==> src/include/wpg_pkg.sv <==
// Purpose: Constants shared by the dual waveform generator.
// Assumes: 100 MHz core clock, 16-bit register port at word offsets.
// Notes: Tick of 266.667 ns is made as three ticks per 800 ns.
`default_nettype none
package wpg_pkg;
   ////////////////////////////////////////////////////////////////////////////
   // Register map
   localparam int ADDR_W = 10;
   localparam int DATA_W = 16;
   localparam logic [9:0] OFF_WAVE0_CONTROL = 10'h3d8;
   localparam logic [9:0] OFF_WAVE0_HIGH_TIME = 10'h3d9;
   localparam logic [9:0] OFF_WAVE0_LOW_TIME = 10'h3da;
   localparam logic [9:0] OFF_WAVE1_CONTROL = 10'h3db;
   localparam logic [9:0] OFF_WAVE1_HIGH_TIME = 10'h3dc;
   localparam logic [9:0] OFF_WAVE1_LOW_TIME = 10'h3dd;
   localparam logic [9:0] CH_STRIDE = 10'h003;
   ////////////////////////////////////////////////////////////////////////////
   // Fields
   localparam int PIN_LSB = 0;
   localparam int PIN_W = 5;
   localparam int ENABLE_BIT = 5;
   localparam int CMD_LSB = 6;
   localparam int CMD_W = 3;
   localparam int TIME_W = 12;
   localparam logic [15:0] CTRL_A_MASK = 16'h01ff;
   localparam logic [15:0] CTRL_B_MASK = 16'h01df;
   localparam logic [15:0] TIME_MASK = 16'h0fff;
   ////////////////////////////////////////////////////////////////////////////
   // Reset values
   localparam logic [15:0] CTRL_RESET = 16'h0000;
   localparam logic [11:0] TIME_RESET = 12'h001;
   ////////////////////////////////////////////////////////////////////////////
   // Commands
   localparam logic [2:0] CMD_IDLE = 3'h0;
   localparam logic [2:0] CMD_LOW = 3'h4;
   localparam logic [2:0] CMD_SHOT = 3'h5;
   localparam logic [2:0] CMD_RUN = 3'h6;
   localparam logic [2:0] CMD_LOW_ALT = 3'h7;
   ////////////////////////////////////////////////////////////////////////////
   // Timing: three ticks per 800 ns window
   localparam int CLK_PERIOD_NS = 10;
   localparam int WINDOW_NS = 800;
   localparam int TICKS_PER_WINDOW = 3;
   localparam int WINDOW_CYC = WINDOW_NS / CLK_PERIOD_NS;
   localparam logic [6:0] TICK_STEP = 7'(TICKS_PER_WINDOW);
   localparam logic [6:0] TICK_MOD = 7'(WINDOW_CYC);
   ////////////////////////////////////////////////////////////////////////////
   typedef enum logic [3:0] {
      ST_HOLD = 4'b0001,
      ST_SHOT = 4'b0010,
      ST_HIGH = 4'b0100,
      ST_LOW  = 4'b1000
   } wpg_state_t;
endpackage : wpg_pkg
`default_nettype wire

==> src/rtl/wpg_waveform_pair.sv <==
// Purpose: Two waveform channels steering any of 32 dedicated I/O lines.
// Assumes: Register port inputs synchronous to I_CORE_CLK.
// Notes: Read data appears one cycle after I_REG_RD.
// Notes: Each control write restarts its channel and that channel's tick.
`default_nettype none
module wpg_waveform_pair #(
   parameter int NUM_LINES = 32
) (
   input wire logic I_CORE_CLK,
   input wire logic I_RESET_N,
   input wire logic I_REG_WR,
   input wire logic I_REG_RD,
   input wire logic [wpg_pkg::ADDR_W-1:0] I_REG_ADDR,
   input wire logic [wpg_pkg::DATA_W-1:0] I_REG_WDATA,
   output logic [wpg_pkg::DATA_W-1:0] O_REG_RDATA,
   output logic [NUM_LINES-1:0] O_IO_LEVEL,
   output logic [NUM_LINES-1:0] O_IO_DRIVE_EN
);
   import wpg_pkg::*;

   ////////////////////////////////////////////////////////////////////////////
   // Channels
   logic [15:0] ctrl_ff [2];
   logic [11:0] high_ff [2];
   logic [11:0] low_ff [2];
   logic [1:0] level;
   logic [1:0] drive;

   genvar ch;
   generate
      for (ch = 0; ch < 2; ch++) begin : g_ch
         localparam logic [9:0] OFF_C = OFF_WAVE0_CONTROL + 10'(ch * 3);
         localparam logic [9:0] OFF_H = OFF_WAVE0_HIGH_TIME + 10'(ch * 3);
         localparam logic [9:0] OFF_L = OFF_WAVE0_LOW_TIME + 10'(ch * 3);
         localparam logic [15:0] C_MASK = (ch == 0) ? CTRL_A_MASK : CTRL_B_MASK;

         logic wr_ctrl;
         logic [2:0] wr_cmd;

         logic [6:0] tick_acc_ff;
         logic [6:0] nxt_tick_acc;
         logic tick;
         wpg_state_t state_ff;
         logic out_ff;
         logic active_ff;
         logic [11:0] cnt_ff;
         logic phase_end;

         assign wr_ctrl = I_REG_WR && (I_REG_ADDR == OFF_C);
         assign wr_cmd = I_REG_WDATA[CMD_LSB +: CMD_W];
         // Zero period behaves as one tick rather than wrapping to 4096
         assign phase_end = tick && (cnt_ff <= 12'h001);

         // Tick divider, 3 ticks every 80 clocks; restarted by each control
         // write so a shared tick can never cut the first phase short
         always_comb begin
            nxt_tick_acc = tick_acc_ff + TICK_STEP;
            tick = 1'b0;
            if (nxt_tick_acc >= TICK_MOD) begin
               nxt_tick_acc = nxt_tick_acc - TICK_MOD;
               tick = 1'b1;
            end
         end

         always_ff @(posedge I_CORE_CLK or negedge I_RESET_N) begin
            if (!I_RESET_N) begin
               tick_acc_ff <= 7'h00;
            end else if (wr_ctrl) begin
               tick_acc_ff <= 7'h00;
            end else begin
               tick_acc_ff <= nxt_tick_acc;
            end
         end

         // Reserved bits are not stored and read back as zero
         // Channel b mask also drops bit 5, it has no enable
         always_ff @(posedge I_CORE_CLK or negedge I_RESET_N) begin
            if (!I_RESET_N) begin
               ctrl_ff[ch] <= CTRL_RESET;
            end else if (wr_ctrl) begin
               ctrl_ff[ch] <= I_REG_WDATA & C_MASK;
            end
         end

         always_ff @(posedge I_CORE_CLK or negedge I_RESET_N) begin
            if (!I_RESET_N) begin
               high_ff[ch] <= TIME_RESET;
            end else if (I_REG_WR && (I_REG_ADDR == OFF_H)) begin
               high_ff[ch] <= I_REG_WDATA[TIME_W-1:0];
            end
         end

         always_ff @(posedge I_CORE_CLK or negedge I_RESET_N) begin
            if (!I_RESET_N) begin
               low_ff[ch] <= TIME_RESET;
            end else if (I_REG_WR && (I_REG_ADDR == OFF_L)) begin
               low_ff[ch] <= I_REG_WDATA[TIME_W-1:0];
            end
         end

         // Each control write starts the written command afresh
         always_ff @(posedge I_CORE_CLK or negedge I_RESET_N) begin
            if (!I_RESET_N) begin
               state_ff <= ST_HOLD;
            end else if (wr_ctrl) begin
               unique case (wr_cmd)
                  CMD_IDLE: begin
                     state_ff <= ST_HOLD;
                  end
                  CMD_LOW, CMD_LOW_ALT: begin
                     state_ff <= ST_HOLD;
                  end
                  CMD_SHOT: begin
                     state_ff <= ST_SHOT;
                  end
                  CMD_RUN: begin
                     state_ff <= ST_HIGH;
                  end
                  default: begin
                     // Undefined codes freeze the level like idle
                     state_ff <= ST_HOLD;
                  end
               endcase
            // Phase ends step the state; holding ignores them
            end else if (phase_end) begin
               unique case (state_ff)
                  ST_HOLD: begin
                     state_ff <= ST_HOLD;
                  end
                  ST_SHOT: begin
                     state_ff <= ST_HOLD;
                  end
                  ST_HIGH: begin
                     state_ff <= ST_LOW;
                  end
                  ST_LOW: begin
                     state_ff <= ST_HIGH;
                  end
               endcase
            end
         end

         // Level follows command writes, then flips at each phase end except while holding
         always_ff @(posedge I_CORE_CLK or negedge I_RESET_N) begin
            if (!I_RESET_N) begin
               out_ff <= 1'b0;
            end else if (wr_ctrl) begin
               unique case (wr_cmd)
                  CMD_IDLE: begin
                     out_ff <= out_ff;
                  end
                  CMD_LOW, CMD_LOW_ALT: begin
                     out_ff <= 1'b0;
                  end
                  CMD_SHOT: begin
                     out_ff <= ~out_ff;
                  end
                  CMD_RUN: begin
                     out_ff <= 1'b1;
                  end
                  default: begin
                     // Undefined codes leave the pin alone
                     out_ff <= out_ff;
                  end
               endcase
            end else if (phase_end && (state_ff != ST_HOLD)) begin
               // Shot returns to prior level, free run alternates
               out_ff <= ~out_ff;
            end
         end

         // Periods are sampled only at phase start, so rewrites never cut a phase
         always_ff @(posedge I_CORE_CLK or negedge I_RESET_N) begin
            if (!I_RESET_N) begin
               cnt_ff <= TIME_RESET;
            end else if (wr_ctrl) begin
               unique case (wr_cmd)
                  CMD_SHOT: begin
                     cnt_ff <= out_ff ? low_ff[ch] : high_ff[ch];
                  end
                  CMD_RUN: begin
                     cnt_ff <= high_ff[ch];
                  end
                  CMD_IDLE: begin
                     cnt_ff <= cnt_ff;
                  end
                  default: begin
                     cnt_ff <= cnt_ff;
                  end
               endcase
            end else if (tick) begin
               unique case (state_ff)
                  ST_HOLD: begin
                     cnt_ff <= cnt_ff;
                  end
                  ST_SHOT: begin
                     cnt_ff <= phase_end ? cnt_ff : cnt_ff - 12'h001;
                  end
                  ST_HIGH: begin
                     cnt_ff <= phase_end ? low_ff[ch] : cnt_ff - 12'h001;
                  end
                  ST_LOW: begin
                     cnt_ff <= phase_end ? high_ff[ch] : cnt_ff - 12'h001;
                  end
               endcase
            end
         end

         // Channel b has no enable, so it claims its pin at first drive command
         always_ff @(posedge I_CORE_CLK or negedge I_RESET_N) begin
            if (!I_RESET_N) begin
               active_ff <= 1'b0;
            end else if (wr_ctrl && wr_cmd[2]) begin
               active_ff <= 1'b1;
            end
         end

         assign level[ch] = out_ff;
         if (ch == 0) begin : g_en
            assign drive[ch] = ctrl_ff[ch][ENABLE_BIT];
         end else begin : g_noen
            assign drive[ch] = active_ff;
         end
      end
   endgenerate

   ////////////////////////////////////////////////////////////////////////////
   // Pin steering; channel a wins if both pick the same line
   wire logic [NUM_LINES-1:0] nxt_io_level;
   wire logic [NUM_LINES-1:0] nxt_io_drive;

   genvar ln;
   generate
      for (ln = 0; ln < NUM_LINES; ln++) begin : g_line
         logic pick_a;
         logic pick_b;

         assign pick_a = drive[0] && (ctrl_ff[0][PIN_LSB +: PIN_W] == PIN_W'(ln));
         assign pick_b = drive[1] && (ctrl_ff[1][PIN_LSB +: PIN_W] == PIN_W'(ln));
         // Undriven lines report low so the far side sees only its pull
         assign nxt_io_drive[ln] = pick_a || pick_b;
         assign nxt_io_level[ln] = pick_a ? level[0] : (pick_b && level[1]);
      end
   endgenerate

   // Enable and level registered apart, both settle in the same cycle
   always_ff @(posedge I_CORE_CLK or negedge I_RESET_N) begin
      if (!I_RESET_N) begin
         O_IO_DRIVE_EN <= {NUM_LINES{1'b0}};
      end else begin
         O_IO_DRIVE_EN <= nxt_io_drive;
      end
   end

   always_ff @(posedge I_CORE_CLK or negedge I_RESET_N) begin
      if (!I_RESET_N) begin
         O_IO_LEVEL <= {NUM_LINES{1'b0}};
      end else begin
         O_IO_LEVEL <= nxt_io_level;
      end
   end

   ////////////////////////////////////////////////////////////////////////////
   // Register read; unmapped offsets return zero
   // so a probing read can never disturb a channel
   logic [15:0] nxt_rdata;

   always_comb begin
      unique case (I_REG_ADDR)
         OFF_WAVE0_CONTROL: nxt_rdata = ctrl_ff[0];
         OFF_WAVE0_HIGH_TIME: nxt_rdata = {4'h0, high_ff[0]};
         OFF_WAVE0_LOW_TIME: nxt_rdata = {4'h0, low_ff[0]};
         OFF_WAVE1_CONTROL: nxt_rdata = ctrl_ff[1];
         OFF_WAVE1_HIGH_TIME: nxt_rdata = {4'h0, high_ff[1]};
         OFF_WAVE1_LOW_TIME: nxt_rdata = {4'h0, low_ff[1]};
         default: nxt_rdata = 16'h0000;
      endcase
   end

   // Read data holds between strobes
   always_ff @(posedge I_CORE_CLK or negedge I_RESET_N) begin
      if (!I_RESET_N) begin
         O_REG_RDATA <= 16'h0000;
      end else if (I_REG_RD) begin
         O_REG_RDATA <= nxt_rdata;
      end
   end
endmodule : wpg_waveform_pair
`default_nettype wire

==> config.mk <==
export PLATFORM = sky130hd
export DESIGN_NAME = wpg_waveform_pair
export DESIGN_NICKNAME = d
export VERILOG_FILES = /design/src/include/wpg_pkg.sv /design/src/rtl/wpg_waveform_pair.sv
export SDC_FILE = /design/constraint.sdc
export NUM_CORES = 1
export LEC_CHECK = 0
export ABC_AREA = 1
export BUFFER_PORTS_ARGS = -buffer_cell sky130_fd_sc_hd__buf_2
export CORE_ASPECT_RATIO = 0.6
export CORE_MARGIN = 2
export CORE_UTILIZATION = 32
export DETAILED_ROUTE_END_ITERATION = 10
export PLACE_DENSITY = 0.55
export SYNTH_ARGS = -nofsm -noshare
export SYNTH_HDL_FRONTEND = slang
export SYNTH_SLANG_ARGS = --single-unit
==> constraint.sdc <==
create_clock -name I_CORE_CLK -period 2.54 [get_ports I_CORE_CLK]
set_clock_uncertainty 0.15 [all_clocks]
set_input_delay 0.254 -clock I_CORE_CLK [delete_from_list [all_inputs] [get_ports I_CORE_CLK]]
set_output_delay 0.254 -clock I_CORE_CLK [all_outputs]
set_load 0.005 [all_outputs]
==> qor.txt, run 1 <==
Fill cells: 3278
Critical path startpoint category: flop
Wire length of the first global-routing pass: 49100 um
Post-route ant nets: 0
CTS tree: built
Wire per inst: 16.3 um
Mapped cell area: 10300 um^2
Syn Area/Cell: 7.57 um^2
# Post-CTS Setup Buffers: 0
Area grow syn2layout: 16.7%
Height of the die: 143 um
Fraction of layout cells with a size suffix above 1: 15.0%
Commonest non-fill, non-tap cell in the layout: nand2_1
Setup TNS: 0 ns
Ys async rst share: 100%
Hold Crit Start: I_REG_WR
CTS root buffer: clkbuf_16
Count of final hold-check violations: 0
Slew HR: 54.2%
RSZ-0062 raised after global routing: no
Max Cap Violations: 0
Clk sinks: 190
Synth unique cells: 51
Sequential cell area: 4760 um^2
Crit path DAT: 2.54 ns
GRT overflow: 0
Final cell count without fillers: 1910
DRT iter0 DRCs: 822
IO Pins: 110
Drt via density: 5.06
Initial antenna violation count: 0
Maximum clock frequency: 426 MHz
Clock Latency Late Sink: 0.45 ns
P_leak: 5.98 nW
Vias in the first global route: 8829
DRC: 0
Origin of the worst setup path: g_ch[1].cnt_ff[0]
Sequential element share of the synthesized area: 46.2%
Synth Register Bits: 190
GRT Overall Usage: 18.9%
Via Count: 9660
Die area: 33800 um^2
Hpwl dp: 23700 um
RePlAce Congestion: 0.903
Reg-to-Reg Start: g_ch[1].cnt_ff[0]
Setup violations, final: 0
Power per standard cell area: 745 nW/um^2
Total CTS buffers: 17
Cell count of the worst reg-to-reg path: 11
Req. time, crit path: 2.73 ns
Largest net degree at the start of global routing: 62
Clock tree buffer depth: 2
Critical Path End Type: flop
Top_reg_cell synth: dfrtp_1
Nets: 1519
Standard-cell rows: 50
Worst-path fanout max: 14
CORE AREA: 31500 um^2
Max rail drop VDD: 0.509 mV
Final WL: 31200 um
Port Buffers: 101
Fin crit share: 92.4%
H-tree depth: 4
Hold Crit Class: in2reg
Most frequent cells in the layout: nand2_1 (378), dfrtp_1 (182), o21ai_0 (161)
EDFF count, synth: 0
Post-Synthesis Cells: 1364
Post-layout minimum cycle time: 2.35 ns
Antenna diodes: 0
Status: complete, no violations
Slew Viols, Final: 0
Yosys Warn Count: 0
Drt pass-1 iters: 8
Hold Crit Depth: 3
WS Path Type: reg2reg
Multi-input gate area: 4720 um^2
Worst-path clk slew: 0.07 ns
Placed cells: 1865
Initial Util: 32.8%
Worst Tran Pin Value: 0.686 ns
DIE WIDTH: 236 um
[routing by layer]
layer	vias to the layer above	share of wire, %	track usage [%]
li1	4654	-	-
met5	-	0	0
met4	0	0.75	4.19
met1	4635	52	29.5
met2	349	39	26.0
met3	22	7.3	4.37
[state kept, by name (all words and copies together) (netlist names)]
| name | count |
|---|---|
| g_ch.cnt_ff | 24 |
| low_ff | 24 |
| O_IO_LEVEL | 32 |
| O_REG_RDATA | 12 |
| g_ch.active_ff | 1 |
| ctrl_ff | 17 |
| O_IO_DRIVE_EN | 32 |
| high_ff | 24 |
| g_ch.state_ff | 8 |
| g_ch.out_ff | 2 |
| g_ch.tick_acc_ff | 14 |
[what timing repair did]
item                                   4_1_cts  5_1_grt
setup endpoints to repair                    0        4
resized for setup                            0        1
hold buffers                                13        0
endpoints found under the hold margin       88        0
[path summary, 6_finish.rpt]
kind / slack [ns] / to
hold / removal: 0.06 / high_ff[10]
min in group asynchronous: 0.22 / O_IO_LEVEL[30]
max in group asynchronous: 1.26 / O_IO_DRIVE_EN[3]
hold reg to reg: 0.31 / g_ch[0].tick_acc_ff[0]
setup / recovery: 0.19 / g_ch[1].cnt_ff[10]
setup reg to reg: 0.19 / g_ch[1].cnt_ff[10]
[layout make-up]
cell class                      instances  area share, %
Inverter                              154           4.82
Timing Repair Buffer                  144           7.43
Tap cell                              416           4.32
Sequential cell                       190           39.6
Clock inverter                         13           1.07
Clock buffer                           19           3.59
Multi-Input combinational cell        974           39.2
[where the power goes]
group | switching (mW) | internal [mW] | leakage (nW)
logic | 1.76 | 0.913 | 3.35
registers | 0.290 | 3.35 | 2.36
clock network | 1.29 | 1.38 | 0.269
total | 3.33 | 5.63 | 5.98
[worst max-delay path: stages, from the launching register on]
cell	delay, ns
dfstp_2	0.58
ha_1	0.20
or2_2	0.14
nand4_1	0.07
nor2_1	0.32
nand4_1	0.14
nand2_1	0.09
nand2_2	0.08
nand2_4	0.19
inv_2	0.13
o21ai_1	0.10
nand2_1	0.06
[cells in the mapped netlist (all sizes together) (2+ instances only)]
cell	count	area, um^2
a221oi	7	61.3
clkbuf	23	86.3
inv	153	577
o22ai	32	200
dfstp	8	210
and2	2	12.5
buf	26	184
nand3b	2	15.0
o21a	2	15.0
xor2	15	131
or2	3	18.8
nor2	169	713
o211ai	5	37.5
a21oi	16	80.1
xnor2	6	52.6
a31oi	2	12.5
a211oi	14	110
nand4	19	134
nand3	90	490
nor3	14	108
o21ai	166	835
nand2	391	1520
dfrtp	182	4550
ha	8	100
[per-stage QoR]
| step | hold WS [ns] | utilization (%) | total power, mW | cell area (um^2) | setup WS, ns |
|---|---|---|---|---|---|
| global placement | 0.137 | 36.1 | 6.24 | 11300 | 0.235 |
| CTS | 0.0471 | 38.3 | 9.00 | 12000 | 0.191 |
| global route | 0.0936 | 38.3 | 9.56 | 12000 | 0.00653 |
| floorplan | -0.192 | - | 5.58 | 10300 | 0.521 |
| finish | 0.0618 | 38.3 | 8.97 | 12000 | 0.194 |
| detailed placement | 0.132 | 36.1 | 6.30 | 11300 | 0.218 |
[logic make-up (layout without fill, tap and decap cells)]
family / after synthesis / count (layout) / synth area share [%]
flip-flops: 190 / 190 / 46.2
XOR/XNOR: 21 / 21 / 1.78
other: 1 / 4 / 0.0363
AO/OA/AOI/OAI: 249 / 249 / 13.5
adder cells (fa/ha/maj): 8 / 8 / 0.970
buffers and inverters: 203 / 330 / 8.24
AND/OR/NAND/NOR: 692 / 692 / 29.3
Note: power is estimated with default switching activity, not from simulation.
==> inputs of run 2 (changes only) <==
clock period = 2.9 ns   (was 2.54 ns; I/O delays follow)
==> run 2 against run 1 <==
Net effect: hold slack got worse by 0.043 ns; critical path depth increased by 1; cell area down 0.98%; clock power shrank 10%.
==> qor.txt, run 2 (synthesis gave the netlist of run 1 again) <==
Wire per inst: 16.5 um
Crit path DAT: 2.77 ns
Initial antenna violation count: 0
Via Count: 9567
Largest regs: O_IO_DRIVE_EN: 32 flops, O_IO_LEVEL: 32 flops
GRT Overall Usage: 18.9%
GRT overflow: 0
Cell area after layout: 11900 um^2
Post-layout minimum cycle time: 2.53 ns
Max Cap Violations: 0
Slew Viols, Final: 0
DIE WIDTH: 236 um
Slew HR: 35.3%
Post-cts sizing count: 0
RePlAce Congestion: 0.825
Initial Util: 32.8%
Area grow syn2layout: 15.6%
Crit path top cell by count: nand2_1
# Post-CTS Setup Buffers: 0
Largest net degree at the start of global routing: 68
Commonest non-fill, non-tap cell in the layout: nand2_1
Drt via density: 5.06
H-tree depth: 4
Port Buffers: 101
Power per standard cell area: 657 nW/um^2
Critical path capture point: g_ch[0].cnt_ff[11]
Largest stage delay on the critical path: 0.46 ns
Worst-path clk slew: 0.07 ns
Post-route ant nets: 0
Dpl cell area: 11300 um^2
Critical Path End Type: flop
Nets: 1502
Most frequent cells in the layout: nand2_1 (378), dfrtp_1 (182), o21ai_0 (161)
Height of the die: 143 um
Max rail drop VDD: 0.459 mV
Req. time, crit path: 3.14 ns
Count of final hold-check violations: 0
Fraction of layout cells with a size suffix above 1: 14.2%
Clock Latency Late Sink: 0.45 ns
P_leak: 5.92 nW
CTS root buffer: clkbuf_16
RSZ-0062 raised after global routing: no
R2r endpoint: g_ch[0].cnt_ff[11]
Hold buffers post-CTS: 9
Origin of the worst setup path: g_ch[0].cnt_ff[0]
Die area: 33800 um^2
Worst Tran Pin Value: 0.968 ns
Setup violations, final: 0
Final WL: 31200 um
Reg-to-Reg Start: g_ch[0].cnt_ff[0]
Total CTS buffers: 17
Critical path startpoint category: flop
Stages on the worst setup path: 12
Drt pass-1 iters: 7
Status: complete, no violations
Wire length of the first global-routing pass: 49100 um
Clock tree buffer depth: 2
DRC: 0
Hpwl dp: 23500 um
CTS tree: built
Clk sinks: 190
Crit-path cells: inv_1 > ha_1 > inv_1 > nand2_1 > nand2_1 > nor2_1 > nand4_1 > nand2_1 > nand2_1 > nand3_1 > nand2_1 > nand2_1
DRT iter0 DRCs: 864
Worst Path Buf+Inv: 2
Vias in the first global route: 8663
Slack of the worst reg-to-reg path: 0.37 ns
IO Pins: 110
Hold Crit Class: in2reg
Maximum clock frequency: 395 MHz
Worst-path fanout max: 8
CORE AREA: 31500 um^2
WS Path Type: reg2reg
Slowest-stage cell, CP: nand4_1
Fin util: 37.9%
Setup TNS: 0 ns
Cell count of the worst reg-to-reg path: 12
Antenna diodes: 0
Fin crit share: 87.3%
Critical path's top delay family: simple AND/OR/NAND/NOR gates
Standard-cell rows: 50
## run 2: cell types whose count changed in the layout (fill, tap and decap cells not counted), sizes merged
cell | previous run | this run
buf | 130 | 117
dlygate4sd3 | 13 | 9
clkinvlp | 3 | 0
clkinv | 4 | 6
inv | 159 | 157
bufinv | 1 | 2
## run 2: layout make-up
| class | count | area [um^2] |
|---|---|---|
| Fill cell | 3300 | 19500 |
| Clock inverter | 11 | 131 |
| Timing Repair Buffer | 127 | 769 |
| Inverter | 154 | 581 |
| Multi-Input combinational cell | 974 | 4720 |
| Tap cell | 416 | 520 |
| Sequential cell | 190 | 4760 |
| Clock buffer | 19 | 443 |
## run 2: power breakdown
part | switching, mW | internal, mW | leakage [nW]
clock network | 1.09 | 1.30 | 0.284
logic | 1.50 | 0.757 | 3.27
registers | 0.253 | 2.93 | 2.36
## run 2: worst min-delay path by stage
stage | cells past startpoint | startpoint | to | slack [ns]
floorplan | 0 | I_RESET_N | O_IO_DRIVE_EN[0] | -0.16
global placement | 1 | I_RESET_N | g_ch[1].tick_acc_ff[5] | 0.17
detailed placement | 1 | I_RESET_N | g_ch[1].tick_acc_ff[5] | 0.17
CTS | 3 | I_REG_WDATA[8] | low_ff[20] | 0.008
global route | 3 | I_REG_WDATA[8] | low_ff[20] | 0.02
finish | 3 | I_REG_WDATA[5] | low_ff[5] | 0.02
## run 2: metrics by stage
stage	hold WS (ns)	total power, mW	instances	worst slack [ns]
after CTS	0.00812	7.88	1891	0.425
after global routing	0.0235	8.40	1891	0.186
after floorplan	-0.156	4.89	1367	0.881
after global placement	0.170	5.42	1852	0.491
after detailed placement	0.170	5.47	1852	0.458
final	0.0188	7.83	1891	0.368
## run 2: tightest hold or removal path, cell delays in order
cell and delay (ns):
buf_2 0.15, nand2_1 0.07, o21ai_0 0.06
## run 2: per-layer routing
| metal | up-vias | routed length (um) | global-route usage (%) |
|---|---|---|---|
| met2 | 339 | 12000 | 25.5 |
| li1 | 4618 | - | - |
| met4 | 0 | 357 | 4.66 |
| met3 | 27 | 2370 | 3.81 |
| met5 | - | 0 | 0 |
| met1 | 4583 | 16400 | 29.8 |
==> inputs of run 3 (changes only) <==
CELL_PAD_IN_SITES_DETAIL_PLACEMENT = 1   (was unset)
CELL_PAD_IN_SITES_GLOBAL_PLACEMENT = 2   (was unset)
PLACE_DENSITY = 0.81   (was 0.55)
==> run 3 against run 2 <==
Net effect: sequential power hardly changed; cell area is 0.80% higher; fmax shrank 1.1%; non-clock buffer count increased by 8; critical path depth rose by 2; wire length increased by 19%; hold slack better by 0.0092 ns; highest routed layer unchanged; sequential cell count did not move; largest cell class unchanged; count of clock-buffer cells in the layout is 2 lower.
==> qor.txt, run 3 (synthesis gave the netlist of run 1 again) <==
Drt via density: 5.18
Largest regs: O_IO_DRIVE_EN: 32 flops, O_IO_LEVEL: 32 flops
WS Path Type: reg2reg
Wire length of the first global-routing pass: 58500 um
Height of the die: 143 um
Slowest-stage cell, CP: dfstp_2
Largest stage delay on the critical path: 0.55 ns
Via Count: 9843
Max rail drop VDD: 0.443 mV
Hold Crit Start: I_REG_WDATA[2]
Crit-path cells: inv_1 > ha_1 > inv_1 > nand2_1 > nand2_1 > nor2_1 > nand3_1 > nand2_1 > o21ai_2 > nand2_2 > nor2_1 > nand3_1 > nand2_1 > inv_1
Port Buffers: 101
# Post-CTS Setup Buffers: 0
Crit path top cell by count: nand2_1
Req. time, crit path: 3.11 ns
DRC: 0
Clock Latency Late Sink: 0.47 ns
DRT iter0 DRCs: 670
Origin of the worst setup path: g_ch[0].cnt_ff[0]
Vias in the first global route: 9993
Final WL: 37200 um
H-tree depth: 4
Hold Crit Class: in2reg
Worst-path fanout max: 24
P_leak: 5.97 nW
Largest net degree at the start of global routing: 70
Sequential cell area: 4760 um^2
Multi-input gate area: 4720 um^2
Slew HR: 38.9%
Die area: 33800 um^2
Post-route ant nets: 0
Total CTS buffers: 17
Initial antenna violation count: 0
Worst Tran Pin Value: 0.916 ns
Antenna diodes: 0
Initial Util: 32.8%
CTS tree: built
Maximum clock frequency: 391 MHz
RSZ-0062 raised after global routing: no
Most frequent cells in the layout: nand2_1 (378), dfrtp_1 (182), o21ai_0 (161)
Wire per inst: 19.6 um
Area grow syn2layout: 16.5%
DIE WIDTH: 236 um
Critical Path End Type: flop
Worst-path clk slew: 0.09 ns
Slew Viols, Final: 0
CORE AREA: 31500 um^2
Reg-to-Reg Start: g_ch[0].cnt_ff[0]
IO Pins: 110
Max Cap Violations: 0
Power per standard cell area: 678 nW/um^2
GRT Overall Usage: 22.6%
Post-layout minimum cycle time: 2.56 ns
Status: complete, no violations
CTS root buffer: clkbuf_16
Nets: 1510
RePlAce Congestion: 0.849
Setup violations, final: 0
Clk sinks: 190
Standard-cell rows: 50
Crit path DAT: 2.77 ns
Critical path startpoint category: flop
Clock tree buffer depth: 2
Fraction of layout cells with a size suffix above 1: 14.8%
Hpwl dp: 28300 um
Setup TNS: 0 ns
Commonest non-fill, non-tap cell in the layout: nand2_1
Count of final hold-check violations: 0
Fin crit share: 88.3%
Fill cells: 3910
GRT overflow: 0
Drt pass-1 iters: 5
Power, Total: 8.16 mW
## run 3: repair_timing
action | 4_1_cts | 5_1_grt
hold endpoints to repair | 84 | 0
hold buffers | 10 | 0
resized for setup | 0 | 0
## run 3: area by class of cell
type / count / area share, %
flip-flops and latches: 190 / 39.6
multi-input cells: 974 / 39.2
repair buffers: 135 / 6.71
inverters: 154 / 4.83
well taps: 416 / 4.33
clock buffers: 17 / 3.54
clock inverters: 15 / 1.72
## run 3: worst paths after layout
kind | to | slack [ns] | cells after the start
max | g_ch[0].cnt_ff[1] | 0.34 | 14
min | ctrl_ff[18] | 0.03 | 3
max reg2reg | g_ch[0].cnt_ff[1] | 0.34 | 14
min reg2reg | g_ch[0].tick_acc_ff[0] | 0.31 | 1
max in group asynchronous | O_IO_LEVEL[4] | 1.51 | 3
min in group asynchronous | ctrl_ff[22] | 0.26 | 2
## run 3: worst max-delay path, delay by kind of cell (launching register included)
kind / cells / cell delay [ns]
compound gates: 1 / 0.14
simple gates: 9 / 1.06
buf+inv: 3 / 0.29
flops: 1 / 0.55
fa+ha+maj: 1 / 0.27
## run 3: power breakdown
part / total, mW / switching (mW) / internal [mW] / leakage, nW
combinational: 2.41 / 1.64 / 0.774 / 3.30
sequential: 3.20 / 0.268 / 2.93 / 2.36
clock: 2.54 / 1.34 / 1.20 / 0.304
## run 3: per-stage QoR
stage / setup slack (ns) / util, % / instances / instance area [um^2] / hold WS (ns)
floorplan: 0.881 / - / 1367 / 10300 / -0.156
global placement: 0.437 / 35.9 / 1859 / 11300 / 0.207
detailed placement: 0.369 / 35.9 / 1859 / 11300 / 0.219
CTS: 0.352 / 38.2 / 1901 / 12000 / 0.00631
global route: 0.142 / 38.2 / 1901 / 12000 / 0.0317
finish: 0.340 / 38.2 / 1901 / 12000 / 0.0280
## run 3: layer usage
metal	GRT usage, %	part of all wire, %
met5	0	0
met3	4.21	5.4
met4	4.49	0.78
met1	35.7	53
met2	31.7	40
